### config.mk
export PLATFORM = sky130hd
export DESIGN_NAME = arg_top
export DESIGN_NICKNAME = d
export VERILOG_FILES = /design/src/hw/arg_top.v /design/src/hw/arg_fifo.v
export VERILOG_INCLUDE_DIRS = /design/src /design/src/hw
export SDC_FILE = /design/constraint.sdc
export NUM_CORES = 2
export LEC_CHECK = 0
export ABC_CLOCK_PERIOD_IN_PS = 16309
export BUFFER_PORTS_ARGS = -buffer_cell sky130_fd_sc_hd__buf_2
export CAP_MARGIN = 15
export CORE_AREA = 8 8 382 384
export DETAILED_ROUTE_END_ITERATION = 8
export DIE_AREA = 0 0 390 392
export GPL_ROUTABILITY_DRIVEN = 0
export SYNTH_ARGS = -nofsm -noshare
export SYNTH_HDL_FRONTEND = slang
export SYNTH_SLANG_ARGS = --single-unit
### constraint.sdc
create_clock -name clk -period 16.31 [get_ports clk]
set_clock_uncertainty 0.15 [all_clocks]
set_input_delay 3.262 -clock clk [delete_from_list [all_inputs] [get_ports clk]]
set_output_delay 3.262 -clock clk [all_outputs]
set_load 0.01 [all_outputs]
### src/hw/arg_consts.vh
//
// Contract
// - manual matrix: 000 L/R, 001 L/L, 010 R/R, 011 R/L, 100 average.
// - source select 00 FM, 01 NICAM, 10 FM+NICAM M1, 11 FM+NICAM M2.
// - automatic matrix acts only for source codes 00 and 01 and matrix codes 000, 001 and 010.
// - auto mode follows sound mode: mono M/M, stereo L/R, dual A/A or B/B.
// - auto with auto-mute and channel2_mode 10 gives FM/AM mono on both.
// - serial output gain is the same on left and right.
// - gain code 0..15 is 0..+15 dB, 11110..10000 is -1..-15 dB.
// - gain, mono DAC select and preset registers reset to zero.
// - mono DAC path is always automatic; stereo gives (L+R)/2.
// - language B codes act only during dual reception, else mono.
// - FM dematrix settings never steer the mono DAC source.
// - mono DAC level comes from register 12, 13 or 15 by source.
// - DAC gain code from bits 7 and 3 adds 0, 3, 6 or 9 dB.
// - mono DAC source codes 00 FM, 01 FM B, 10 NICAM, 11 NICAM M2.
// - each preset write with a valid standard code overwrites registers 3 to 10 with standard settings.
// - preset reset value 00 is valid standard 0 but reset does not load it; registers 3 to 10 reset to zero.
// - preset bits 7:6 filter bandwidth and 5:4 ident mode, shared with register 9.
// - standard codes 0-8 and 12 valid; 9-11, 13-15 reserved.
// - output select: bit 7 auto, 6:4 matrix mode, 1:0 source, 3:2 zero.
`ifndef ARG_CONSTS_VH
`define ARG_CONSTS_VH
`define ARG_SA_DEMOD_FIRST 8'h03
`define ARG_SA_DEMOD_LAST  8'h0A
`define ARG_SA_IDENT_REG   8'h09
`define ARG_SA_OUT_SELECT  8'h16
`define ARG_SA_OUT_GAIN    8'h17
`define ARG_SA_DAC_SELECT  8'h18
`define ARG_SA_PRESET      8'hFF
`define ARG_RST_BYTE       8'h00
`define ARG_RD_NONE        8'hFF
`define ARG_SEL_MASK       8'hF3
`define ARG_MODE_MONO      2'h0
`define ARG_MODE_STEREO    2'h1
`define ARG_MODE_DUAL      2'h2
`define ARG_CH2_MUTE_MODE  2'h2
`define ARG_LVL_CH1        2'h0
`define ARG_LVL_CH2        2'h1
`define ARG_LVL_NICAM      2'h2
`define ARG_STD_LAST_A2N   4'h8
`define ARG_STD_SAT        4'hC
`define ARG_GAIN_SHIFT     12
`define ARG_UNITY          16'h1000
`define ARG_FIFO_DEPTH     16
`define ARG_FIFO_AW        4
`define ARG_PAIR_W         32
`endif

### src/hw/arg_top.v
`timescale 1ns/1ns
`include "arg_consts.vh"
module arg_top (
  input  wire         clk,
  input  wire         nrst,
  input  wire         ce,
  input  wire         reg_wr,
  input  wire [7:0]   reg_addr,
  input  wire [7:0]   reg_wdata,
  output reg  [7:0]   reg_rdata,
  input  wire         fm_ident_switch_enable,
  input  wire [1:0]   fm_sound_mode,
  input  wire [1:0]   nicam_sound_mode,
  input  wire         auto_mute,
  input  wire [1:0]   channel2_mode,
  input  wire         in_valid,
  output wire         in_ready,
  input  wire [15:0]  fm_l,
  input  wire [15:0]  fm_r,
  input  wire [15:0]  nic_l,
  input  wire [15:0]  nic_r,
  input  wire [15:0]  nic_m1,
  input  wire [15:0]  nic_m2,
  output wire         ser_valid,
  input  wire         ser_ready,
  output wire [31:0]  ser_data,
  output reg          dac_valid,
  output reg  [15:0]  dac_data,
  output reg  [1:0]   dac_level_sel,
  output wire [63:0]  demod_settings
);

  reg  [7:0]  out_select_r;
  reg  [7:0]  out_gain_r;
  reg  [7:0]  dac_select_r;
  reg  [7:0]  preset_r;
  reg  [7:0]  demod_r [0:7];
  reg  [15:0] s1_l_r;
  reg  [15:0] s1_r_r;
  reg         s1_vld_r;
  reg  [15:0] mx_l;
  reg  [15:0] mx_r;
  reg  [15:0] src_l;
  reg  [15:0] src_r;
  reg  [15:0] dac_nxt;
  reg  [1:0]  lvl_nxt;
  reg  [1:0]  snd_mode;
  wire        auto_on;
  wire [2:0]  mtx_mode;
  wire [1:0]  src_sel;
  wire [1:0]  dac_src;
  wire [1:0]  dac_gain_code;
  wire        fifo_rdy;
  wire        accept;
  wire        std_valid;
  wire        preset_wr;
  wire [15:0] g_l;
  wire [15:0] g_r;
  wire [15:0] gain_coef;
  integer     i;
  genvar      gi;

  // ==========================================================
  // helpers
  function [15:0] avg;
    input [15:0] a;
    input [15:0] b;
    reg   [16:0] s;
    begin
      s   = {a[15], a} + {b[15], b};
      avg = s[16:1];
    end
  endfunction

  function [15:0] scale;
    input [15:0] x;
    input [15:0] c;
    reg   [32:0] p;
    reg   [32:0] q;
    begin
      p = $signed(x) * $signed({1'b0, c});
      q = $signed(p) >>> `ARG_GAIN_SHIFT;
      if ($signed(q) > $signed(33'h00007FFF)) begin
        scale = 16'h7FFF;
      end else if ($signed(q) < $signed(33'h1FFFF8000)) begin
        scale = 16'h8000;
      end else begin
        scale = q[15:0];
      end
    end
  endfunction

  function [15:0] ser_coef;
    input [4:0] g;
    begin
      case (g)
        5'h00: ser_coef = `ARG_UNITY;
        5'h01: ser_coef = 16'h11F4;
        5'h02: ser_coef = 16'h1425;
        5'h03: ser_coef = 16'h169A;
        5'h04: ser_coef = 16'h195C;
        5'h05: ser_coef = 16'h1C74;
        5'h06: ser_coef = 16'h1FED;
        5'h07: ser_coef = 16'h23D2;
        5'h08: ser_coef = 16'h2831;
        5'h09: ser_coef = 16'h2D19;
        5'h0A: ser_coef = 16'h3299;
        5'h0B: ser_coef = 16'h38C5;
        5'h0C: ser_coef = 16'h3FB2;
        5'h0D: ser_coef = 16'h4778;
        5'h0E: ser_coef = 16'h5031;
        5'h0F: ser_coef = 16'h59F9;
        5'h1E: ser_coef = 16'h0E43;
        5'h1D: ser_coef = 16'h0CB6;
        5'h1C: ser_coef = 16'h0B54;
        5'h1B: ser_coef = 16'h0A18;
        5'h1A: ser_coef = 16'h08FF;
        5'h19: ser_coef = 16'h0805;
        5'h18: ser_coef = 16'h0726;
        5'h17: ser_coef = 16'h065F;
        5'h16: ser_coef = 16'h05AD;
        5'h15: ser_coef = 16'h050F;
        5'h14: ser_coef = 16'h0482;
        5'h13: ser_coef = 16'h0405;
        5'h12: ser_coef = 16'h0395;
        5'h11: ser_coef = 16'h0331;
        5'h10: ser_coef = 16'h02D8;
        default: ser_coef = `ARG_UNITY;
      endcase
    end
  endfunction

  function [15:0] dac_coef;
    input [1:0] g;
    begin
      case (g)
        2'h0:    dac_coef = `ARG_UNITY;
        2'h1:    dac_coef = 16'h169A;
        2'h2:    dac_coef = 16'h1FED;
        default: dac_coef = 16'h2D19;
      endcase
    end
  endfunction

  function [7:0] std_byte;
    input [3:0] code;
    input [2:0] idx;
    begin
      std_byte = {code, 1'b0, idx};
    end
  endfunction

  // ==========================================================
  // register fields
  assign auto_on       = out_select_r[7] && fm_ident_switch_enable;
  assign mtx_mode      = out_select_r[6:4];
  assign src_sel       = out_select_r[1:0];
  assign dac_src       = dac_select_r[1:0];
  assign dac_gain_code = {dac_select_r[7], dac_select_r[3]};
  assign std_valid     = (reg_wdata[3:0] <= `ARG_STD_LAST_A2N) ||
                         (reg_wdata[3:0] == `ARG_STD_SAT);
  assign preset_wr     = ce && reg_wr && (reg_addr == `ARG_SA_PRESET);

  generate
    for (gi = 0; gi < 8; gi = gi + 1) begin : g_demod
      assign demod_settings[gi*8 +: 8] = demod_r[gi];
    end
  endgenerate

  // ==========================================================
  // register writes
  always @(posedge clk or negedge nrst) begin
    if (!nrst) begin
      out_select_r <= `ARG_RST_BYTE;
      out_gain_r   <= `ARG_RST_BYTE;
      dac_select_r <= `ARG_RST_BYTE;
      preset_r     <= `ARG_RST_BYTE;
      for (i = 0; i < 8; i = i + 1) begin
        demod_r[i] <= `ARG_RST_BYTE;
      end
    end else if (ce && reg_wr) begin
      if (reg_addr == `ARG_SA_OUT_SELECT) begin
        out_select_r <= reg_wdata & `ARG_SEL_MASK;
      end
      if (reg_addr == `ARG_SA_OUT_GAIN) begin
        out_gain_r <= reg_wdata;
      end
      if (reg_addr == `ARG_SA_DAC_SELECT) begin
        dac_select_r <= reg_wdata;
      end
      if (reg_addr >= `ARG_SA_DEMOD_FIRST && reg_addr <= `ARG_SA_DEMOD_LAST) begin
        demod_r[reg_addr[2:0] - 3'h3] <= reg_wdata;
      end
      if (preset_wr) begin
        preset_r <= reg_wdata;
        if (std_valid) begin
          for (i = 0; i < 8; i = i + 1) begin
            demod_r[i] <= std_byte(reg_wdata[3:0], i[2:0]);
          end
        end
        demod_r[6][7:4] <= reg_wdata[7:4];
      end
    end
  end

  // ==========================================================
  // register reads
  always @* begin
    reg_rdata = `ARG_RD_NONE;
    case (reg_addr)
      `ARG_SA_OUT_SELECT: reg_rdata = out_select_r;
      `ARG_SA_OUT_GAIN:   reg_rdata = out_gain_r;
      `ARG_SA_DAC_SELECT: reg_rdata = dac_select_r;
      `ARG_SA_PRESET:     reg_rdata = preset_r;
      default: begin
        if (reg_addr >= `ARG_SA_DEMOD_FIRST && reg_addr <= `ARG_SA_DEMOD_LAST) begin
          reg_rdata = demod_r[reg_addr[2:0] - 3'h3];
        end
      end
    endcase
  end

  // ==========================================================
  // serial output source and matrix
  always @* begin
    case (src_sel)
      2'h0: begin
        src_l = fm_l;
        src_r = fm_r;
      end
      2'h1: begin
        src_l = nic_l;
        src_r = nic_r;
      end
      2'h2: begin
        src_l = fm_l;
        src_r = nic_m1;
      end
      default: begin
        src_l = fm_l;
        src_r = nic_m2;
      end
    endcase
    snd_mode = src_sel[0] ? nicam_sound_mode : fm_sound_mode;
    mx_l = src_l;
    mx_r = src_r;
    if (auto_on && !src_sel[1] && !mtx_mode[2] && !(mtx_mode[1] && mtx_mode[0])) begin
      if (auto_mute && channel2_mode == `ARG_CH2_MUTE_MODE) begin
        mx_l = fm_l;
        mx_r = fm_l;
      end else if (snd_mode == `ARG_MODE_DUAL) begin
        mx_l = mtx_mode[1] ? src_r : src_l;
        mx_r = mtx_mode[1] ? src_r : src_l;
      end else if (snd_mode != `ARG_MODE_STEREO) begin
        mx_l = src_l;
        mx_r = src_l;
      end
    end else begin
      case (mtx_mode)
        3'h1: mx_r = src_l;
        3'h2: mx_l = src_r;
        3'h3: begin
          mx_l = src_r;
          mx_r = src_l;
        end
        3'h4: begin
          mx_l = avg(src_l, src_r);
          mx_r = avg(src_l, src_r);
        end
        default: begin
          mx_l = src_l;
          mx_r = src_r;
        end
      endcase
    end
  end

  // ==========================================================
  // mono DAC source, always automatic
  always @* begin
    dac_nxt = fm_l;
    lvl_nxt = `ARG_LVL_CH1;
    case (dac_src)
      2'h0, 2'h1: begin
        if (fm_sound_mode == `ARG_MODE_STEREO) begin
          dac_nxt = avg(fm_l, fm_r);
        end else if (dac_src[0] && fm_sound_mode == `ARG_MODE_DUAL) begin
          dac_nxt = fm_r;
          lvl_nxt = `ARG_LVL_CH2;
        end
      end
      default: begin
        lvl_nxt = `ARG_LVL_NICAM;
        dac_nxt = nic_m1;
        if (nicam_sound_mode == `ARG_MODE_STEREO) begin
          dac_nxt = avg(nic_l, nic_r);
        end else if (dac_src[0] && nicam_sound_mode == `ARG_MODE_DUAL) begin
          dac_nxt = nic_m2;
        end
      end
    endcase
  end

  // ==========================================================
  // sample pipeline
  assign in_ready = !s1_vld_r || fifo_rdy;
  assign accept   = ce && in_valid && in_ready;

  always @(posedge clk or negedge nrst) begin
    if (!nrst) begin
      s1_l_r        <= 16'h0000;
      s1_r_r        <= 16'h0000;
      s1_vld_r      <= 1'b0;
      dac_valid     <= 1'b0;
      dac_data      <= 16'h0000;
      dac_level_sel <= `ARG_LVL_CH1;
    end else if (ce) begin
      dac_valid <= accept;
      if (accept) begin
        s1_l_r        <= mx_l;
        s1_r_r        <= mx_r;
        dac_data      <= scale(dac_nxt, dac_coef(dac_gain_code));
        dac_level_sel <= lvl_nxt;
      end
      if (accept) begin
        s1_vld_r <= 1'b1;
      end else if (fifo_rdy) begin
        s1_vld_r <= 1'b0;
      end
    end
  end

  // ==========================================================
  // serial gain and output buffer
  assign gain_coef = (out_gain_r[7:5] == 3'h0) ? ser_coef(out_gain_r[4:0]) : `ARG_UNITY;
  assign g_l       = scale(s1_l_r, gain_coef);
  assign g_r       = scale(s1_r_r, gain_coef);

  arg_fifo #(
    .W  (`ARG_PAIR_W),
    .D  (`ARG_FIFO_DEPTH),
    .AW (`ARG_FIFO_AW)
  ) u_fifo (
    .clk       (clk),
    .nrst      (nrst),
    .ce        (ce),
    .in_valid  (s1_vld_r),
    .in_ready  (fifo_rdy),
    .in_data   ({g_l, g_r}),
    .out_valid (ser_valid),
    .out_ready (ser_ready),
    .out_data  (ser_data)
  );
endmodule // arg_top

### src/hw/arg_fifo.v
`timescale 1ns/1ns
module arg_fifo #(
  parameter W  = 32,
  parameter D  = 16,
  parameter AW = 4
) (
  clk,
  nrst,
  ce,
  in_valid,
  in_ready,
  in_data,
  out_valid,
  out_ready,
  out_data
);
  input            clk;
  input            nrst;
  input            ce;
  input            in_valid;
  output           in_ready;
  input  [W-1:0]   in_data;
  output           out_valid;
  input            out_ready;
  output [W-1:0]   out_data;

  reg    [W-1:0]   mem [0:D-1];
  reg    [AW-1:0]  wp_r;
  reg    [AW-1:0]  rp_r;
  reg    [AW:0]    cnt_r;
  wire             push;
  wire             pop;

  // ==========================================================
  // flags
  assign in_ready  = (cnt_r != D);
  assign out_valid = (cnt_r != 0);
  assign push      = ce && in_valid && in_ready;
  assign pop       = ce && out_valid && out_ready;
  assign out_data  = mem[rp_r];

  // ==========================================================
  // pointers and storage
  always @(posedge clk) begin
    if (push) begin
      mem[wp_r] <= in_data;
    end
  end

  always @(posedge clk or negedge nrst) begin
    if (!nrst) begin
      wp_r  <= {AW{1'b0}};
      rp_r  <= {AW{1'b0}};
      cnt_r <= {(AW+1){1'b0}};
    end else begin
      if (push) begin
        wp_r <= wp_r + 1'b1;
      end
      if (pop) begin
        rp_r <= rp_r + 1'b1;
      end
      if (push && !pop) begin
        cnt_r <= cnt_r + 1'b1;
      end else if (pop && !push) begin
        cnt_r <= cnt_r - 1'b1;
      end
    end
  end
endmodule // arg_fifo

==> reports/qor.txt <==
========================================================================================
PwrDens ...................................................................  145 nW/um^2
Final antenna-violating net count .........................................            0
VDD IR-drop max ...........................................................     0.148 mV
Launch instance of the worst min-delay path ............................... u_fifo.rp_r[2]$_DFFE_PN0P_
P_leak ....................................................................      26.5 nW
Worst r2r src ............................................................. out_gain_r[1]$_DFFE_PN0P_
Total Routing Usage GR ....................................................        0.198
Reg-to-Reg End ............................................................ u_fifo.mem[1][6]$_DFFE_PP_
Highest attainable clock frequency ........................................     79.4 MHz
Average vias per placed instance ..........................................         5.48
Clock latency on the worst-skew pair ......................................      0.67 ns
Number of vias in the routed layout .......................................       38,600
Max stage delay cell, worst path .......................................... sky130_fd_sc_hd__o32ai_2
Most common library cell in the layout ignoring fill and taps ............. sky130_fd_sc_hd__inv_1
Main combinational cell family by area after synthesis ....................  adder cells
RSZ-0062 raised after global routing ......................................           no
Cell Area, Synth ..........................................................  55,600 um^2
Worst slew pin tran .......................................................      1.15 ns
Cell with the most instances on the worst path ............................ sky130_fd_sc_hd__fa_1
Simple-gate area share of the yosys netlist ...............................        0.108
Largest incremental delay on the critical path ............................      0.83 ns
First element of the critical path ........................................      fm_l[1]
Cts bufs inserted .........................................................           74
Power consumption .........................................................    0.00895 W
Total count of max-transition violations in the final report ..............            0
DRT iter0 DRCs ............................................................        2,894
Clock tree from TritonCTS .................................................          yes
Placement row count .......................................................          138
Worst max-slew margin expressed relative to the limit .....................        0.237
Mux contribution to synthesized area ......................................       0.0904
Initial core utilization ..................................................        0.397
Quantity of I/O buffers inserted on ports .................................          250
Routed WL .................................................................   153,000 um
Xor-xnor portion of the synthesized cell area .............................       0.0154
Sequential area share after synthesis .....................................        0.348
Final hold violation count ................................................            0
Max H-tree Level ..........................................................            3
Maximum root-to-sink buffer count .........................................            3
Worst Hold End ............................................................ u_fifo.rp_r[2]$_DFFE_PN0P_
Number of distinct standard cells referenced by the synthesized netlist ...           84
Root Driver ............................................................... sky130_fd_sc_hd__clkbuf_16
Global-route congestion overflow total ....................................            0
Die Span Y ................................................................       392 um
Area growth from synthesis to layout ......................................        10.6%
Violated checks ........................................................... design-rule violations
Number of buffers inserted to repair setup after CTS ......................            0
Final routed DRC violation total ..........................................            2
Startpoint-to-endpoint class of the critical path .........................    in -> reg
Mapped Nets ...............................................................        6,024
Register-to-register setup slack ..........................................      6.02 ns
Highest-count cells in the layout ignoring fill and taps .................. sky130_fd_sc_hd__inv_1, sky130_fd_sc_hd__fa_1, sky130_fd_sc_hd__nand2_1, sky130_fd_sc_hd__edfxtp_1, sky130_fd_sc_hd__ha_1
Number of hold-repair buffers added at the cts stage ......................            0
Clock net sink count ......................................................          671
Setup TNS after final layout ..............................................         0 ns
Proportion of layout cells with a drive suffix above 1 ....................        0.141
Kind of launch point of the worst setup path ..............................   input port
Number of nets at the end of the flow .....................................        6,182
Type of the most critical hold path .......................................   reg -> reg
Number of antenna violations at the first check in global routing .........            1
Count of flip-flops with a built-in enable after synthesis ................          512
Final non-filler cell area ................................................  61,500 um^2
Initial DRT Pass Iterations ...............................................            9
DPL Wire Length ...........................................................   110,000 um
Register clock-pin slew on the reported worst setup and hold paths ........      0.06 ns
Number of cells on the worst reg-to-reg path ..............................           27
Flip-flop cell with the highest count after synthesis ..................... sky130_fd_sc_hd__edfxtp_1
Global-route wire length before repair ....................................   238,000 um
Data required time at the worst endpoint ..................................     16.66 ns
Portion of the clock cycle consumed by the worst path in the final layout .        0.773
Post-synthesis sequential element count ...................................          671
PostCTS Resize Cnt ........................................................            0
Number of warnings issued by yosys ........................................            0
Area of the core .......................................................... 140,000 um^2
Count of max-cap constraint violations ....................................            0
Async S/R FF share, synth .................................................        0.237
Width of the chip .........................................................       390 um
Compound-Gate Fraction of Synth Area ......................................       0.0906
Pin count of the biggest net entering global routing ......................           73
Post-placement cell area ..................................................  59,100 um^2
Data arrival time at the worst-slack endpoint .............................     12.95 ns
CP endpoint kind ..........................................................     register
Io pins ...................................................................          251
Status .................................................................... finished with violations
CP Max Fanout .............................................................           15
Wirelength per Cell .......................................................      21.7 um
Vias in the first global route ............................................       40,400
Adder and majority cell fraction of the synthesized area ..................        0.286
Hold path cells ...........................................................            1
Post-synthesis cell count .................................................        4,943
Final setup vio count .....................................................            0
Die footprint ............................................................. 153,000 um^2
Min Clock Period, post-route ..............................................     12.60 ns
Mean Syn Cell Area ........................................................    11.3 um^2
========================================================================================
==> metal layers <==
metal  routed length [um]  track usage  vias to the layer above
met1                66100        0.269                    19600
li1                     -            -                    17300
met5                    0            0                        -
met4                 4720       0.0607                        0
met2                71800        0.328                     1435
met3                10300       0.0308                      238
==> kinds of logic after synthesis <==
group | Yosys count
compound gates | 788
xor+xnor | 98
fa+ha+maj | 955
buf+inv | 907
flops | 671
mux | 263
other cells | 1
simple gates | 1260
==> flip-flops by register name, indices dropped and copies added (netlist names), 5 cells and up, named ones only <==
| register | count |
|---|---|
| preset_r | 8 |
| u_fifo.mem | 512 |
| dac_data | 16 |
| demod_settings | 60 |
| out_select_r | 6 |
| s1_r_r | 16 |
| s1_l_r | 16 |
| u_fifo.cnt_r | 5 |
| out_gain_r | 8 |
| dac_select_r | 8 |
==> per-stage QoR <==
step                hold WS [ns]  setup slack [ns]  instances   util
CTS                        0.332              3.84       7043  0.439
detailed placement         0.323              3.13       6913  0.422
global placement           0.312              3.31       6913  0.422
global route               0.342              3.06       7045  0.439
finish                     0.329              3.71       7047  0.439
floorplan                  0.324              4.55       4943      -
==> worst max path at each step <==
stage                               endpoint
floorplan           dac_data[13]$_DFFE_PN0P_
global placement    dac_data[14]$_DFFE_PN0P_
detailed placement   dac_data[9]$_DFFE_PN0P_
CTS                  dac_data[9]$_DFFE_PN0P_
global route         dac_data[5]$_DFFE_PN0P_
finish               dac_data[5]$_DFFE_PN0P_
==> power breakdown <==
group | switching, W | internal, W
clock | 0.000715 | 0.000941
sequential | 0.000229 | 0.00231
combinational | 0.00277 | 0.00199
==> cell type report <==
cell class	count	area [um^2]
Fill cell	13100	78700
Multi-Input combinational cell	3365	33100
Sequential cell	671	19400
Inverter	660	2480
Tap cell	1890	2360
Clock buffer	98	1960
Timing Repair Buffer	329	1850
Clock inverter	32	434
Antenna cell	2	5.00
==> synth_stat cells, types with 29 or more instances <==
library cell	count	area (um^2)
sky130_fd_sc_hd__mux2_2	47	529
sky130_fd_sc_hd__inv_1	660	2480
sky130_fd_sc_hd__and2_1	215	1350
sky130_fd_sc_hd__nand3_1	67	335
sky130_fd_sc_hd__o21ai_0	194	971
sky130_fd_sc_hd__a21o_1	79	593
sky130_fd_sc_hd__and3_1	47	294
sky130_fd_sc_hd__o22ai_1	38	238
sky130_fd_sc_hd__clkbuf_1	214	803
sky130_fd_sc_hd__nor2_1	181	679
sky130_fd_sc_hd__nand2_1	522	1960
sky130_fd_sc_hd__fa_1	526	10500
sky130_fd_sc_hd__mux2i_1	29	290
sky130_fd_sc_hd__xor2_1	38	333
sky130_fd_sc_hd__nor2b_1	52	325
sky130_fd_sc_hd__a21oi_1	220	1100
sky130_fd_sc_hd__xnor2_1	60	526
sky130_fd_sc_hd__nor3_1	45	225
sky130_fd_sc_hd__dfrtp_1	159	3980
sky130_fd_sc_hd__ha_1	429	5370
sky130_fd_sc_hd__a31oi_1	31	194
sky130_fd_sc_hd__edfxtp_1	512	15400
sky130_fd_sc_hd__mux4_2	187	4210
sky130_fd_sc_hd__nand2b_1	59	369
==> worst max-delay path, delay by kind of cell <==
family                     cells  cell delay (ns)
adders and majority gates      8             3.68
and+or+nand+nor                6             0.78
AOI/OAI and AO/OA             14             4.42
buffers and inverters          6             0.63
xor gates and xnor gates       1             0.15
Power figures use the tool's default switching activity.
